==> src/dod_regs.vh <==
// Constants for the opcode decoder: operation classes, field positions, cycle counts
`ifndef DOD_REGS_VH
`define DOD_REGS_VH

// ***************************************************************
// Operation class codes
// ***************************************************************
`define DOD_OP_UNKNOWN      6'h00
`define DOD_OP_MAGNITUDE    6'h01
`define DOD_OP_SUM_SHIFT    6'h02
`define DOD_OP_SUM_HIGH     6'h03
`define DOD_OP_SUM_SHORT    6'h04
`define DOD_OP_SUM_LONG     6'h05
`define DOD_OP_SUM_CARRY    6'h06
`define DOD_OP_SUM_UNSIGNED 6'h07
`define DOD_OP_SUM_TSHIFT   6'h08
`define DOD_OP_AUX_INC      6'h09
`define DOD_OP_AND_MEM      6'h0a
`define DOD_OP_AND_LONG     6'h0b
`define DOD_OP_AND_HI16     6'h0c
`define DOD_OP_PROD_ACC     6'h0d
`define DOD_OP_JUMP_ACC     6'h0e
`define DOD_OP_JUMP         6'h0f
`define DOD_OP_LOOP_AUX     6'h10
`define DOD_OP_COND_JUMP    6'h11
`define DOD_OP_COND_CALL    6'h12
`define DOD_OP_BIT_TEST     6'h13
`define DOD_OP_BIT_TEMP     6'h14
`define DOD_OP_BLK_SRC      6'h15
`define DOD_OP_BLK_DST      6'h16
`define DOD_OP_PROG_DATA    6'h17
`define DOD_OP_CALL_ACC     6'h18
`define DOD_OP_CALL         6'h19
`define DOD_OP_STATUS_RESET 6'h1a
`define DOD_OP_COMPLEMENT   6'h1b
`define DOD_OP_AUX_CMP      6'h1c
`define DOD_OP_DATA_SHIFT   6'h1d
`define DOD_OP_IDLE         6'h1e
`define DOD_OP_PORT_IN      6'h1f
`define DOD_OP_LOAD_SHIFT   6'h20
`define DOD_OP_LOAD_LONG    6'h21
`define DOD_OP_LOAD_HIGH    6'h22

// ***************************************************************
// Field positions in the first word
// ***************************************************************
`define DOD_SHIFT_MSB       11
`define DOD_SHIFT_LSB       8
`define DOD_LOWNIB_MSB      3
`define DOD_LOWNIB_LSB      0
`define DOD_BYTE_MSB        7
`define DOD_BYTE_LSB        0
`define DOD_CS_MSB          9
`define DOD_CS_LSB          8
`define DOD_STATE_MSB       7
`define DOD_STATE_LSB       4

// ***************************************************************
// Cycle and word counts
// ***************************************************************
`define DOD_CYC_ONE         3'h1
`define DOD_CYC_TWO         3'h2
`define DOD_CYC_THREE       3'h3
`define DOD_CYC_FOUR        3'h4
`define DOD_WORDS_ONE       2'h1
`define DOD_WORDS_TWO       2'h2

// ***************************************************************
// Condition selector codes
// ***************************************************************
`define DOD_CS_EXT_LOW      2'h0
`define DOD_CS_TEST_SET     2'h1
`define DOD_CS_TEST_CLR     2'h2
`define DOD_CS_NONE         2'h3

// ***************************************************************
// Reset values
// ***************************************************************
`define DOD_RST_WORD        16'h0000
`define DOD_RST_BYTE        8'h00
`define DOD_RST_NIB         4'h0

`endif

==> src/dod_cond_eval.v <==
// Condition evaluator for conditional jumps and calls
`timescale 1ns/10ps
`include "dod_regs.vh"

module dod_cond_eval
(
    input  wire [1:0] cond_selector_i,
    input  wire [3:0] cond_state_i,
    input  wire [3:0] cond_mask_i,
    input  wire       accum_zero_i,
    input  wire       accum_neg_i,
    input  wire       overflow_i,
    input  wire       carry_i,
    input  wire       test_flag_i,
    input  wire       ext_low_i,
    output wire       met_o
);

    wire [3:0] flags;
    reg        cs_ok;
    wire       field_ok;

    assign flags = {accum_zero_i, accum_neg_i, overflow_i, carry_i};

    // Masked bits must match the required states
    assign field_ok = (((flags ~^ cond_state_i) & cond_mask_i) == cond_mask_i);

    always @*
    begin
        case (cond_selector_i)
            `DOD_CS_EXT_LOW:  cs_ok = ext_low_i;
            `DOD_CS_TEST_SET: cs_ok = test_flag_i;
            `DOD_CS_TEST_CLR: cs_ok = ~test_flag_i;
            default:          cs_ok = 1'b1;
        endcase
    end

    assign met_o = cs_ok & field_ok;

endmodule

==> src/dod_decoder.v <==
// Opcode decoder for the first part of the instruction set
// What this block does
// - 0xbe00 decodes as accumulator magnitude, one word, one cycle.
// - Top nibble 0010 is shifted add; shift nibble, operand byte; 1/1.
// - Upper byte 0x61 sum_unsigned_op data word into high accumulator; 1/1.
// - Upper byte 0xb8 sum_unsigned_op low-byte constant to accumulator; 1/1.
// - 0xbf9 plus shift sum_unsigned_op shifted 16-bit second word; 2/2.
// - Upper bytes 0x60, 0x62, 0x63: carry, unsigned, temp-shift sum_unsigned_op; 1/1.
// - Upper byte 0x78 sum_unsigned_op byte constant to current aux register; 1 cycle.
// - Conjunction: 0x6e memory 1/1; 0xbfb shifted and 0xbe81 constants 2/2.
// - 0xbe04 sum_unsigned_op product register to accumulator; 1/1.
// - 0xbe20 jumps via accumulator 1/4; 0x79 jumps to second word 2/4.
// - 0x79 sibling 0x7b branches if aux nonzero; 2 words, 4 or 2.
// - 1110 00 plus selector, condition nibbles, target word: conditional jump.
// - 0xe000 jump on external status low: 4 taken, 3 not.
// - 0100 bit-select or 0x6f temp-chosen bit test into test flag.
// - 0xa8/0xa9 block copies; flag moves touching interrupt or global regs.
// - 0xa5 copies program memory block into data; 2 words, 3 cycles.
// - 0xbe30 calls via accumulator 4 cycles; 0x7a direct call 2/4.
// - 0xbe4x status resets with the seven listed low nibbles; 1 cycle.
// - 0xbe01 complements; 0xbf44-0xbf47 compares aux with aux zero; 1 cycle.
// - 0x77 copies word to next address; 0xbe22 idles until interrupt.
// - 0xaf port input with operand and port address word; 2/2.
// - Top nibble 0001 shifted load; 0xbf8 plus shift long load.
// - 0x6a clears low and loads high accumulator; 1/1.
// - Selector 00 ext low, 01 test set, 10 test clear, 11 none.
// - Low nibble masks flags, next nibble gives states; masked match decides.
`timescale 1ns/10ps
`include "dod_regs.vh"

module dod_decoder
#(
    parameter [15:0] IRQ_MASK_ADDR   = 16'h0001,
    parameter [15:0] IRQ_FLAG_ADDR   = 16'h0002,
    parameter [15:0] GLOBAL_MEM_ADDR = 16'h0003
)
(
    input  wire        clock_i,
    input  wire        sys_rst_i,

    input  wire        fetch_valid_i,
    input  wire [15:0] fetch_word_i,

    input  wire        accum_zero_i,
    input  wire        accum_neg_i,
    input  wire        overflow_i,
    input  wire        carry_i,
    input  wire        test_flag_i,
    input  wire        aux_nonzero_i,
    input  wire        ext_status_input_i,

    output wire        second_pending_o,
    output reg         dec_valid_o,
    output reg  [5:0]  op_class_o,
    output reg  [1:0]  words_o,
    output reg  [2:0]  cycles_o,
    output reg  [3:0]  shift_count_field_o,
    output reg  [7:0]  operand_byte_o,
    output reg         operand_is_addr_o,
    output reg  [15:0] long_word_o,
    output reg         branch_taken_o,
    output reg  [1:0]  cond_selector_o,
    output reg  [3:0]  low_nibble_o,
    output reg         mmr_hazard_o,
    output reg         unknown_o
);

    // ***************************************************************
    // States
    // ***************************************************************
    localparam [0:0] ST_FIRST  = 1'b0;
    localparam [0:0] ST_SECOND = 1'b1;

    // ***************************************************************
    // Decode functions
    // ***************************************************************
    // Returns {needs second word, class}
    function [6:0] dod_decode;
        input [15:0] w;
        begin
            casez (w)
                16'b1011_1110_0000_0000: dod_decode = {1'b0, `DOD_OP_MAGNITUDE};
                16'b0010_????_????_????: dod_decode = {1'b0, `DOD_OP_SUM_SHIFT};
                16'b0110_0001_????_????: dod_decode = {1'b0, `DOD_OP_SUM_HIGH};
                16'b1011_1000_????_????: dod_decode = {1'b0, `DOD_OP_SUM_SHORT};
                16'b1011_1111_1001_????: dod_decode = {1'b1, `DOD_OP_SUM_LONG};

                16'b0110_0000_????_????: dod_decode = {1'b0, `DOD_OP_SUM_CARRY};
                16'b0110_0010_????_????: dod_decode = {1'b0, `DOD_OP_SUM_UNSIGNED};
                16'b0110_0011_????_????: dod_decode = {1'b0, `DOD_OP_SUM_TSHIFT};
                16'b0111_1000_????_????: dod_decode = {1'b0, `DOD_OP_AUX_INC};

                16'b0110_1110_????_????: dod_decode = {1'b0, `DOD_OP_AND_MEM};
                16'b1011_1111_1011_????: dod_decode = {1'b1, `DOD_OP_AND_LONG};
                16'b1011_1110_1000_0001: dod_decode = {1'b1, `DOD_OP_AND_HI16};
                16'b1011_1110_0000_0100: dod_decode = {1'b0, `DOD_OP_PROD_ACC};

                16'b1011_1110_0010_0000: dod_decode = {1'b0, `DOD_OP_JUMP_ACC};
                16'b0111_1001_????_????: dod_decode = {1'b1, `DOD_OP_JUMP};
                16'b0111_1011_????_????: dod_decode = {1'b1, `DOD_OP_LOOP_AUX};

                16'b1110_00??_????_????: dod_decode = {1'b1, `DOD_OP_COND_JUMP};
                16'b1110_10??_????_????: dod_decode = {1'b1, `DOD_OP_COND_CALL};

                16'b0100_????_????_????: dod_decode = {1'b0, `DOD_OP_BIT_TEST};
                16'b0110_1111_????_????: dod_decode = {1'b0, `DOD_OP_BIT_TEMP};
                16'b1010_1000_????_????: dod_decode = {1'b1, `DOD_OP_BLK_SRC};
                16'b1010_1001_????_????: dod_decode = {1'b1, `DOD_OP_BLK_DST};
                16'b1010_0101_????_????: dod_decode = {1'b1, `DOD_OP_PROG_DATA};

                16'b1011_1110_0011_0000: dod_decode = {1'b0, `DOD_OP_CALL_ACC};
                16'b0111_1010_????_????: dod_decode = {1'b1, `DOD_OP_CALL};

                16'b1011_1110_0100_0100,
                16'b1011_1110_0100_0000,
                16'b1011_1110_0100_1110,
                16'b1011_1110_0100_0010,
                16'b1011_1110_0100_0110,
                16'b1011_1110_0100_1010,
                16'b1011_1110_0100_1100: dod_decode = {1'b0, `DOD_OP_STATUS_RESET};

                16'b1011_1110_0000_0001: dod_decode = {1'b0, `DOD_OP_COMPLEMENT};
                16'b1011_1111_0100_01??: dod_decode = {1'b0, `DOD_OP_AUX_CMP};
                16'b0111_0111_????_????: dod_decode = {1'b0, `DOD_OP_DATA_SHIFT};
                16'b1011_1110_0010_0010: dod_decode = {1'b0, `DOD_OP_IDLE};

                16'b1010_1111_????_????: dod_decode = {1'b1, `DOD_OP_PORT_IN};
                16'b0001_????_????_????: dod_decode = {1'b0, `DOD_OP_LOAD_SHIFT};
                16'b1011_1111_1000_????: dod_decode = {1'b1, `DOD_OP_LOAD_LONG};
                16'b0110_1010_????_????: dod_decode = {1'b0, `DOD_OP_LOAD_HIGH};
                default:                 dod_decode = {1'b0, `DOD_OP_UNKNOWN};
            endcase
        end
    endfunction

    // Classes whose low byte is a direct or indirect data address
    function dod_is_addr;
        input [5:0] cls;
        begin
            case (cls)
                `DOD_OP_SUM_SHIFT, `DOD_OP_SUM_HIGH, `DOD_OP_SUM_CARRY,
                `DOD_OP_SUM_UNSIGNED, `DOD_OP_SUM_TSHIFT, `DOD_OP_AND_MEM,
                `DOD_OP_JUMP, `DOD_OP_LOOP_AUX, `DOD_OP_BIT_TEST, `DOD_OP_BIT_TEMP,
                `DOD_OP_BLK_SRC, `DOD_OP_BLK_DST, `DOD_OP_PROG_DATA, `DOD_OP_CALL,
                `DOD_OP_DATA_SHIFT, `DOD_OP_PORT_IN, `DOD_OP_LOAD_SHIFT,
                `DOD_OP_LOAD_HIGH: dod_is_addr = 1'b1;
                default:           dod_is_addr = 1'b0;
            endcase
        end
    endfunction

    // Cycle count; branch outcome changes it for the conditional forms
    function [2:0] dod_cycles;
        input [5:0] cls;
        input       taken;
        input [1:0] cs;
        begin
            case (cls)
                `DOD_OP_JUMP_ACC, `DOD_OP_JUMP,
                `DOD_OP_CALL_ACC, `DOD_OP_CALL:  dod_cycles = `DOD_CYC_FOUR;

                `DOD_OP_LOOP_AUX, `DOD_OP_COND_CALL:
                    dod_cycles = taken ? `DOD_CYC_FOUR : `DOD_CYC_TWO;

                `DOD_OP_COND_JUMP:
                    if (taken)
                        dod_cycles = `DOD_CYC_FOUR;
                    else if (cs == `DOD_CS_EXT_LOW)
                        dod_cycles = `DOD_CYC_THREE;
                    else
                        dod_cycles = `DOD_CYC_TWO;

                `DOD_OP_BLK_SRC, `DOD_OP_BLK_DST,
                `DOD_OP_PROG_DATA:               dod_cycles = `DOD_CYC_THREE;

                `DOD_OP_SUM_LONG, `DOD_OP_AND_LONG, `DOD_OP_AND_HI16,
                `DOD_OP_PORT_IN, `DOD_OP_LOAD_LONG: dod_cycles = `DOD_CYC_TWO;

                default:                         dod_cycles = `DOD_CYC_ONE;
            endcase
        end
    endfunction

    // ***************************************************************
    // External status pin synchroniser
    // ***************************************************************
    reg ext_meta_q;
    reg ext_sync_q;

    always @(posedge clock_i or posedge sys_rst_i)
    begin
        if (sys_rst_i)
        begin
            ext_meta_q <= 1'b1;
            ext_sync_q <= 1'b1;
        end
        else
        begin
            ext_meta_q <= ext_status_input_i;
            ext_sync_q <= ext_meta_q;
        end
    end

    // ***************************************************************
    // First-word holding and state
    // ***************************************************************
    reg         state_q;
    reg [15:0]  first_q;
    wire [6:0]  dec_now;
    wire [6:0]  dec_held;
    wire [5:0]  cls_held;
    wire        cond_met;
    reg         taken_d;

    assign dec_now          = dod_decode(fetch_word_i);
    assign dec_held         = dod_decode(first_q);
    assign cls_held         = dec_held[5:0];
    assign second_pending_o = (state_q == ST_SECOND);

    dod_cond_eval u_cond
    (
        .cond_selector_i (first_q[`DOD_CS_MSB:`DOD_CS_LSB]),
        .cond_state_i    (first_q[`DOD_STATE_MSB:`DOD_STATE_LSB]),
        .cond_mask_i     (first_q[`DOD_LOWNIB_MSB:`DOD_LOWNIB_LSB]),
        .accum_zero_i    (accum_zero_i),
        .accum_neg_i     (accum_neg_i),
        .overflow_i      (overflow_i),
        .carry_i         (carry_i),
        .test_flag_i     (test_flag_i),
        .ext_low_i       (~ext_sync_q),
        .met_o           (cond_met)
    );

    always @*
    begin
        case (cls_held)
            `DOD_OP_JUMP, `DOD_OP_CALL:            taken_d = 1'b1;
            `DOD_OP_LOOP_AUX:                      taken_d = aux_nonzero_i;
            `DOD_OP_COND_JUMP, `DOD_OP_COND_CALL:  taken_d = cond_met;
            default:                               taken_d = 1'b0;
        endcase
    end

    // ***************************************************************
    // Sequencing and output registers
    // ***************************************************************
    // Second word is taken on the next valid fetch; no stall is needed
    // because the decoder accepts one word per cycle.
    always @(posedge clock_i or posedge sys_rst_i)
    begin
        if (sys_rst_i)
        begin
            state_q             <= ST_FIRST;
            first_q             <= `DOD_RST_WORD;

            dec_valid_o         <= 1'b0;
            op_class_o          <= `DOD_OP_UNKNOWN;
            words_o             <= `DOD_WORDS_ONE;
            cycles_o            <= `DOD_CYC_ONE;
            shift_count_field_o <= `DOD_RST_NIB;
            operand_byte_o      <= `DOD_RST_BYTE;
            operand_is_addr_o   <= 1'b0;
            long_word_o         <= `DOD_RST_WORD;
            branch_taken_o      <= 1'b0;
            cond_selector_o     <= `DOD_CS_NONE;
            low_nibble_o        <= `DOD_RST_NIB;
            mmr_hazard_o        <= 1'b0;
            unknown_o           <= 1'b0;
        end
        else
        begin
            dec_valid_o <= 1'b0;

            case (state_q)
                ST_FIRST:
                begin
                    if (fetch_valid_i)
                    begin
                        first_q <= fetch_word_i;

                        if (dec_now[6])
                        begin
                            state_q <= ST_SECOND;
                        end
                        else
                        begin
                            dec_valid_o         <= 1'b1;
                            op_class_o          <= dec_now[5:0];
                            words_o             <= `DOD_WORDS_ONE;
                            cycles_o            <= dod_cycles(dec_now[5:0], 1'b0, `DOD_CS_NONE);
                            shift_count_field_o <= fetch_word_i[`DOD_SHIFT_MSB:`DOD_SHIFT_LSB];
                            operand_byte_o      <= fetch_word_i[`DOD_BYTE_MSB:`DOD_BYTE_LSB];
                            operand_is_addr_o   <= dod_is_addr(dec_now[5:0]);
                            long_word_o         <= `DOD_RST_WORD;
                            branch_taken_o      <= (dec_now[5:0] == `DOD_OP_JUMP_ACC) ||
                                                   (dec_now[5:0] == `DOD_OP_CALL_ACC);
                            cond_selector_o     <= `DOD_CS_NONE;
                            low_nibble_o        <= fetch_word_i[`DOD_LOWNIB_MSB:`DOD_LOWNIB_LSB];
                            mmr_hazard_o        <= 1'b0;
                            unknown_o           <= (dec_now[5:0] == `DOD_OP_UNKNOWN);
                        end
                    end
                end

                ST_SECOND:
                begin
                    if (fetch_valid_i)
                    begin
                        state_q             <= ST_FIRST;
                        dec_valid_o         <= 1'b1;
                        op_class_o          <= cls_held;
                        words_o             <= `DOD_WORDS_TWO;
                        cycles_o            <= dod_cycles(cls_held, taken_d,
                                                   first_q[`DOD_CS_MSB:`DOD_CS_LSB]);
                        shift_count_field_o <= first_q[`DOD_LOWNIB_MSB:`DOD_LOWNIB_LSB];
                        operand_byte_o      <= first_q[`DOD_BYTE_MSB:`DOD_BYTE_LSB];
                        operand_is_addr_o   <= dod_is_addr(cls_held);
                        long_word_o         <= fetch_word_i;
                        branch_taken_o      <= taken_d;
                        cond_selector_o     <= first_q[`DOD_CS_MSB:`DOD_CS_LSB];
                        low_nibble_o        <= first_q[`DOD_LOWNIB_MSB:`DOD_LOWNIB_LSB];

                        // Only the immediate address word is checked here
                        mmr_hazard_o        <= ((cls_held == `DOD_OP_BLK_SRC) ||
                                                (cls_held == `DOD_OP_BLK_DST)) &&
                                               ((fetch_word_i == IRQ_MASK_ADDR) ||
                                                (fetch_word_i == IRQ_FLAG_ADDR) ||
                                                (fetch_word_i == GLOBAL_MEM_ADDR));
                        unknown_o           <= 1'b0;
                    end
                end

                default:
                begin
                    state_q <= ST_FIRST;
                end
            endcase
        end
    end

endmodule

==> config.mk <==
export PLATFORM = sky130hd
export DESIGN_NAME = dod_decoder
export DESIGN_NICKNAME = d
export VERILOG_FILES = /design/src/dod_cond_eval.v /design/src/dod_decoder.v
export VERILOG_INCLUDE_DIRS = /design/src
export SDC_FILE = /design/constraint.sdc
export NUM_CORES = 1
export LEC_CHECK = 0
export ABC_AREA = 1
export BUFFER_PORTS_ARGS = -buffer_cell sky130_fd_sc_hd__clkbuf_2
export CAP_MARGIN = 30
export CELL_PAD_IN_SITES_DETAIL_PLACEMENT = 1
export CELL_PAD_IN_SITES_GLOBAL_PLACEMENT = 1
export CORE_MARGIN = 8
export CORE_UTILIZATION = 30
export DETAILED_ROUTE_END_ITERATION = 8
export GPL_TIMING_DRIVEN = 1
export MAX_ROUTING_LAYER = met4
export PLACE_DENSITY_LB_ADDON = 0.25
export SLEW_MARGIN = 30
export SYNTH_ARGS = -nofsm -noshare
export SYNTH_HDL_FRONTEND = slang
export SYNTH_HIERARCHICAL = 1
export SYNTH_SLANG_ARGS = --single-unit
export TNS_END_PERCENT = 1
==> constraint.sdc <==
create_clock -name clock_i -period 3.22 [get_ports clock_i]
set_clock_uncertainty 0.1 [all_clocks]
set_input_delay 0.483 -clock clock_i [delete_from_list [all_inputs] [get_ports clock_i]]
set_output_delay 0.483 -clock clock_i [all_outputs]
set_load 0.05 [all_outputs]
# After elaboration in Yosys (flattened, before gate mapping)
# Memory sizes are Yosys's and may differ from the RTL's.
# Index checks and enable logic that the tools add are counted.
[word_totals]
ff_bits = 69
mem_bits_ro = 128
input_bits = 26
output_inout_bits = 51
word_cells = 228
memories = 2
[op_classes]
n_eq_ne = 119
n_mux = 64
n_bitwise = 6
reduce_logical = 20
[memory_table]
columns = ["memory", "words", "word_bits", "read_ports", "rd_ports_with_merged_regs", "wr", "line_no", "text"]
rows = [
  ["(name not given)", 64, 1, 1, 0, 0, "dod_decoder.v:140", "case (cls)"],
  ["(name not given)", 64, 1, 1, 0, 0, "dod_decoder.v:140", ""],
]
[ops]
columns = ["operator", "n"]
rows = [
  ["$eq 16x16->1 const B", 28],
  ["$pmux 7 s34", 1],
  ["$pmux 6 s34", 1],
  ["$eq 8x7->1 const B", 24],
  ["$eq 6x5->1 const B", 18],
  ["$eq 8x8->1 const B", 10],
  ["$eq 12x12->1 const B", 6],
  ["$eq 6x4->1 const B", 8],
  ["$mux 16", 3],
  ["$eq 6x6->1 const B", 6],
  ["$eq 16x2->1 const B", 2],
  ["$pmux 16 s2", 1],
  ["$eq 14x14->1 const B", 2],
  ["$mux 8", 3],
  ["$mux 4", 5],
  ["$mux 1", 19],
  ["$mux 6", 3],
  ["$eq 16x1->1 const B", 1],
  ["$pmux 4 s2", 2],
  ["$pmux 8 s2", 1],
  ["$mux 3", 5],
  ["$pmux 3 s5", 1],
  ["$reduce_or 7->1", 2],
  ["$eq 6x3->1 const B", 2],
  ["29 further kinds", 55],
]

# Logic depth before layout (Yosys ltp)
[logic_depth]
word_depth = 10
depth_mapped = 21
ltp_nobuf = 21

# Modules after synthesis
# Netlist, hierarchy kept.
[by_module_without_submodules]
columns = ["mod", "instances", "cells_per_inst", "area_per_inst_um2"]
rows = [
  ["dod_decoder", 1, 739, 4803.4],
  ["dod_cond_eval", 1, 27, 116.4],
]

# Worst setup path after synthesis
# Ideal clock, no wire load.
[synth_timing]
path_type = "register to register"
start = "reg first_q[8]"
end = "reg cycles_o[1]"
arrival_ps = 2465
slack_ps = 530
path_stages_with_launch = 19
n_path_buf = 0
cell_sequence = "dfrtp_1 > nand2_1 > nor2_4 > nand2_2 > inv_2 > nand2_2 > nand2_1 > nor3_1 > nand3_1 > nor2_1 > inv_1 > ha_1 > o31a_1 > a21oi_1 > nand3_1 > nor2_1 > o21ai_1 > nand2_1 > nand3_1"
[synth_between]
elab_chain_cells = 10
word_cells_on_any_way = 69
cone_classes = "eq/ne (52); mux (8); bitwise (1); reduce/logical (8)"
[synth_rtl]
columns = ["element", "line_no", "text"]
rows = [
  ["from (decl)", "dod_decoder.v:208", "reg [15:0] first_q;"],
  ["from (signal assigned)", "dod_decoder.v:254", "first_q <= `DOD_RST_WORD;"],
  ["from (signal assigned)", "dod_decoder.v:279", "first_q <= fetch_word_i;"],
  ["$eq 16x16->1", "dod_decoder.v:81", "casez (w)"],
  ["$reduce_or 7->1", "dod_decoder.v:81", ""],
  ["$pmux 6 s34", "dod_decoder.v:81", ""],
  ["$eq 6x5->1 or $eq 6x4->1 (tied branches)", "dod_decoder.v:158, dod_decoder.v:236", ""],
  ["$reduce_or 2->1", "dod_decoder.v:236", "case (cls_held)"],
  ["$pmux 1 s3", "dod_decoder.v:236", ""],
  ["$mux 3, on equally long branches", "n/a", ""],
  ["$pmux 3 s5 *", "dod_decoder.v:158", "case (cls)"],
  ["$mux 3 *", "dod_decoder.v:307", "if (fetch_valid_i)"],
  ["$pmux 3 s2 *", "dod_decoder.v:274", "case (state_q)"],
  ["to (signal assigned)", "dod_decoder.v:259", "cycles_o <= `DOD_CYC_ONE;"],
  ["to (signal assigned)", "dod_decoder.v:290", "cycles_o <= dod_cycles(dec_now[5:0], 1'b0, `DOD_CS_NONE);"],
  ["to (signal assigned)", "dod_decoder.v:313", "cycles_o <= dod_cycles(cls_held, taken_d,"],
  ["to (decl)", "dod_decoder.v:56", "output reg [2:0] cycles_o,"],
]
# Mark *: on every way between the ends. The rest lies on a longest branch, timed or not. The select of a mux whose other input is x is not followed.
# A chain may end at the register's enable or synchronous reset.

# Worst setup path in the final report
[layout_timing]
start = "reg first_q[14]"
end = "reg cycles_o[1]"
[layout_between]
elab_chain_cells = 10
word_cells_on_any_way = 69
cone_classes = "eq/ne (55); mux (7); reduce/logical (7)"
[layout_rtl]
columns = ["element", "line_no"]
rows = [
  ["$eq 16x16->1", "dod_decoder.v:81"],
  ["$reduce_or 7->1", "dod_decoder.v:81"],
  ["$pmux 6 s34 *", "dod_decoder.v:81"],
  ["$eq 6x5->1 or $eq 6x4->1 (tied branches)", "dod_decoder.v:158, dod_decoder.v:236"],
  ["$reduce_or 2->1", "dod_decoder.v:236"],
  ["$pmux 1 s3", "dod_decoder.v:236"],
  ["$mux 3, on equally long branches", "n/a"],
  ["$pmux 3 s5 *", "dod_decoder.v:158"],
  ["$mux 3 *", "dod_decoder.v:307"],
  ["$pmux 3 s2 *", "dod_decoder.v:274"],
]
# Marks and branches as above.

==> out/qor.yml <==
seqPwrFrac_pct: 28.1
clk_latency_ns: 0.33
yosysTopAreaCellShare_pct: 30.0
drt_first_pass_iters: 4
yosys-top-cells-area: "dfrtp_1 30%, nand2_1 17%, nor2_1 9.0%, nand3_1 6.2%, inv_1 5.6%"
cts_buffer_depth: 2
via_per_inst: 4.90
grt_pass1_vias: 5538
ios: 77
synth-main-ff-cell: "dfrtp_1"
critPathMostFrequentCell: "nand2_1"
crit_type: "register to register"
max_slew_margin_pct: 53.8
first_iter_violations: 360
worstHoldPathType: "input pin to register"
layout-drive-gt1-share_pct: 24.1
syn_nets: 800
n_antenna_cell: 0
worstPathCellList: "inv_2 > nor2_2 > nand2_1 > nor3_1 > nor4_1 > and3b_1 > nand2_1 > inv_1 > ha_1 > o31a_1 > a21oi_1 > nand3_1 > nor2_1 > o21ai_1 > nand2_1 > nand3_1"
worstMarginPinSlew_ns: 0.692
p_total_w: 0.00504
synth_edf_count: 0
htreeDepth: 3
post_cts_buffers: 0
coreArea_mm2: 0.0163
cp-start-kind: "register"
wl_mm: 19.0
area_growth_pct: 22.1
num_rows: 47
ys_ff_latch: 65
setup_violations: 0
worstPathRequired_ns: 3.33
initial_core_util_pct: 30.2
yosys_warnings: 6
clkTransAtPathRegs_ns: 0.06
grt_usage_pct: 19.6
final-hold-violation-count: 0
portBuffers: 76
nNetsFinal: 900
drv_cap: 0
outcome: "finished, final reports clean"
met2_wirelength_mm: 9.46
clkPwrFrac_pct: 18.3
overflow: 0
cts-root-buf: "clkbuf_16"
highest_layer: "met4"
num_vias: 5343
die_h_um: 144
fmax_mhz: 330
yosysTopAreaCell: "dfrtp_1"
antenna_found_initial: 0
postRouteAntennaNets: 0
gp_congestion: 0.995
dpl_cell_area_mm2: 0.00570
yosysUniqueCellTypes: 43
pwr_density_cell_mw_per_mm2: 839
cts.sinks: 65
postCtsResizedCells: 0
drc: 0
fin_area_mm2: 0.00601
tritoncts: "done"
yosysSeqAreaShare_pct: 33.2
pwr-share-comb_pct: 53.6
syn_area_mm2: 0.00492
p_leak_nw: 3.16
dr_wl_met3_um: 440
cts_hold_buffers: 0
cts_buffers: 9
wl_met1_mm: 8.82
wl_per_cell_um: 17.4
grt_pass1_wl_mm: 30.7
worstPathMaxFanout: 5
cpPeakStageDelay_ns: 0.49
drv_slew: 0
arrival_ns: 3.15
period_share_pct: 94.2
avgSynthCellArea_um2: 6.42
die-area_mm2: 0.0208
synth-async-reset-ratio_pct: 100
endpoint_kind: "register"
post-dp-hpwl_mm: 15.7
finalCriticalPeriod_ns: 3.03
syn_inst: 766
switching_share_pct: 53.7
grt_max_degree: 37
intPower_w: 0.00233
p_sw_w: 0.00271
cp_slowest_cell: "dfrtp_1"
ir_drop_mv: 0.446
chipWidth_um: 144
state kept, by name, summed over array words and instances (netlist names):
signal / count
cycles_o: 3
second_pending_o: 1
words_o: 2
cond_selector_o: 2
dec_valid_o: 1
shift_count_field_o: 4
branch_taken_o: 1
ext_meta_q: 1
unknown_o: 1
op_class_o: 6
operand_byte_o: 8
ext_sync_q: 1
long_word_o: 16
first_q: 16
operand_is_addr_o: 1
mmr_hazard_o: 1
logic make-up after synthesis:
family | after synthesis | share of synthesized area [%]
AO/OA/AOI/OAI | 94 | 11.1
adder cells (fa/ha/maj) | 8 | 2.03
buffers and inverters | 112 | 9.66
flip-flops | 65 | 33.2
AND/OR/NAND/NOR | 487 | 43.9
critical path, delay by kind of cell (launching register included):
kind	cells	cell delay, ns
adder cells (fa/ha/maj)	1	0.25
buffers and inverters	2	0.17
AO/OA/AOI/OAI	3	0.57
AND/OR/NAND/NOR	10	1.35
flip-flops	1	0.49
through the flow:
step	setup TNS, ns	hold WS [ns]	util [%]	cells	setup WS [ns]
2_1_floorplan	0	0.245	-	766	0.530
3_3_place_gp	-0.00297	0.248	35.0	1075	-0.00297
3_5_place_dp	-0.0232	0.249	35.0	1075	-0.0232
4_1_cts	0	0.116	36.7	1091	0.0494
5_1_grt	-0.0178	0.130	36.9	1091	-0.0178
6_report	0	0.128	36.9	1091	0.185
area by class of cell:
| type | instances | area (µm²) |
|---|---|---|
| multi-input cells | 589 | 2840 |
| flip-flops and latches | 65 | 1640 |
| repair buffers | 106 | 618 |
| clock buffers | 10 | 239 |
| fillers | 2207 | 10300 |
| clock inverters | 6 | 42.5 |
| inverters | 95 | 359 |
| well taps | 220 | 275 |
synth_stat cells, drive strengths merged (3+ instances only):
| cell | instances |
|---|---|
| inv | 94 |
| dfstp | 6 |
| ha | 8 |
| o31ai | 3 |
| nand4 | 9 |
| nand2 | 247 |
| a21oi | 14 |
| nor2 | 141 |
| nor4 | 3 |
| buf | 10 |
| dfrtp | 59 |
| nand3 | 66 |
| o221ai | 4 |
| a31oi | 9 |
| nor3 | 15 |
| clkbuf | 7 |
| o21ai | 52 |
power by group through the flow:
stage	Clock [W]	Sequential (W)	Combinational, W
floorplan	0	0.00215	0.00117
global placement	0	0.00142	0.00266
detailed placement	0	0.00143	0.00270
CTS	0.000945	0.00142	0.00271
global route	0.000972	0.00146	0.00292
finish	0.000925	0.00141	0.00270
per-layer routing:
metal	GRT usage [%]	vias up
li1	-	2654
met1	24.5	2587
met2	33.6	85
met3	1.55	17
met4	5.04	0
met5	-	-
placed cells by master (no fill, tap or decap), drive strengths merged:
cell type and n:
and3 2, nor4 3, nor2 141, o31ai 3
and3b 1, o221ai 4, clkinvlp 2, nand4 9
dfrtp 59, a21oi 14, buf 30, clkinv 4
clkbuf 86, inv 95, a31oi 9, dfstp 6
nor3 15, nand3 66, nand2 247, a21boi 1
o21ai 52, a22oi 2, nand3b 2, o22ai 1
o311ai 1, a32o 1, o211ai 2, o31a 1
a2bb2oi 1, ha 8, or2 1, o2111ai 1
o2111a 1
path summary, 6_finish.rpt:
| kind | from | slack, ns | cells past startpoint | endpoint |
|---|---|---|---|---|
| setup / recovery | first_q[14] | 0.19 | 16 | cycles_o[1] |
| hold / removal | ext_status_input_i | 0.13 | 1 | ext_meta_q |
| setup reg to reg | first_q[14] | 0.19 | 16 | cycles_o[1] |
| hold reg to reg | ext_meta_q | 0.26 | 0 | ext_sync_q |
| max in group asynchronous | sys_rst_i | 2.17 | 3 | words_o[0] |
| min in group asynchronous | sys_rst_i | 0.14 | 2 | long_word_o[3] |
Power figures use the tool's default switching activity.
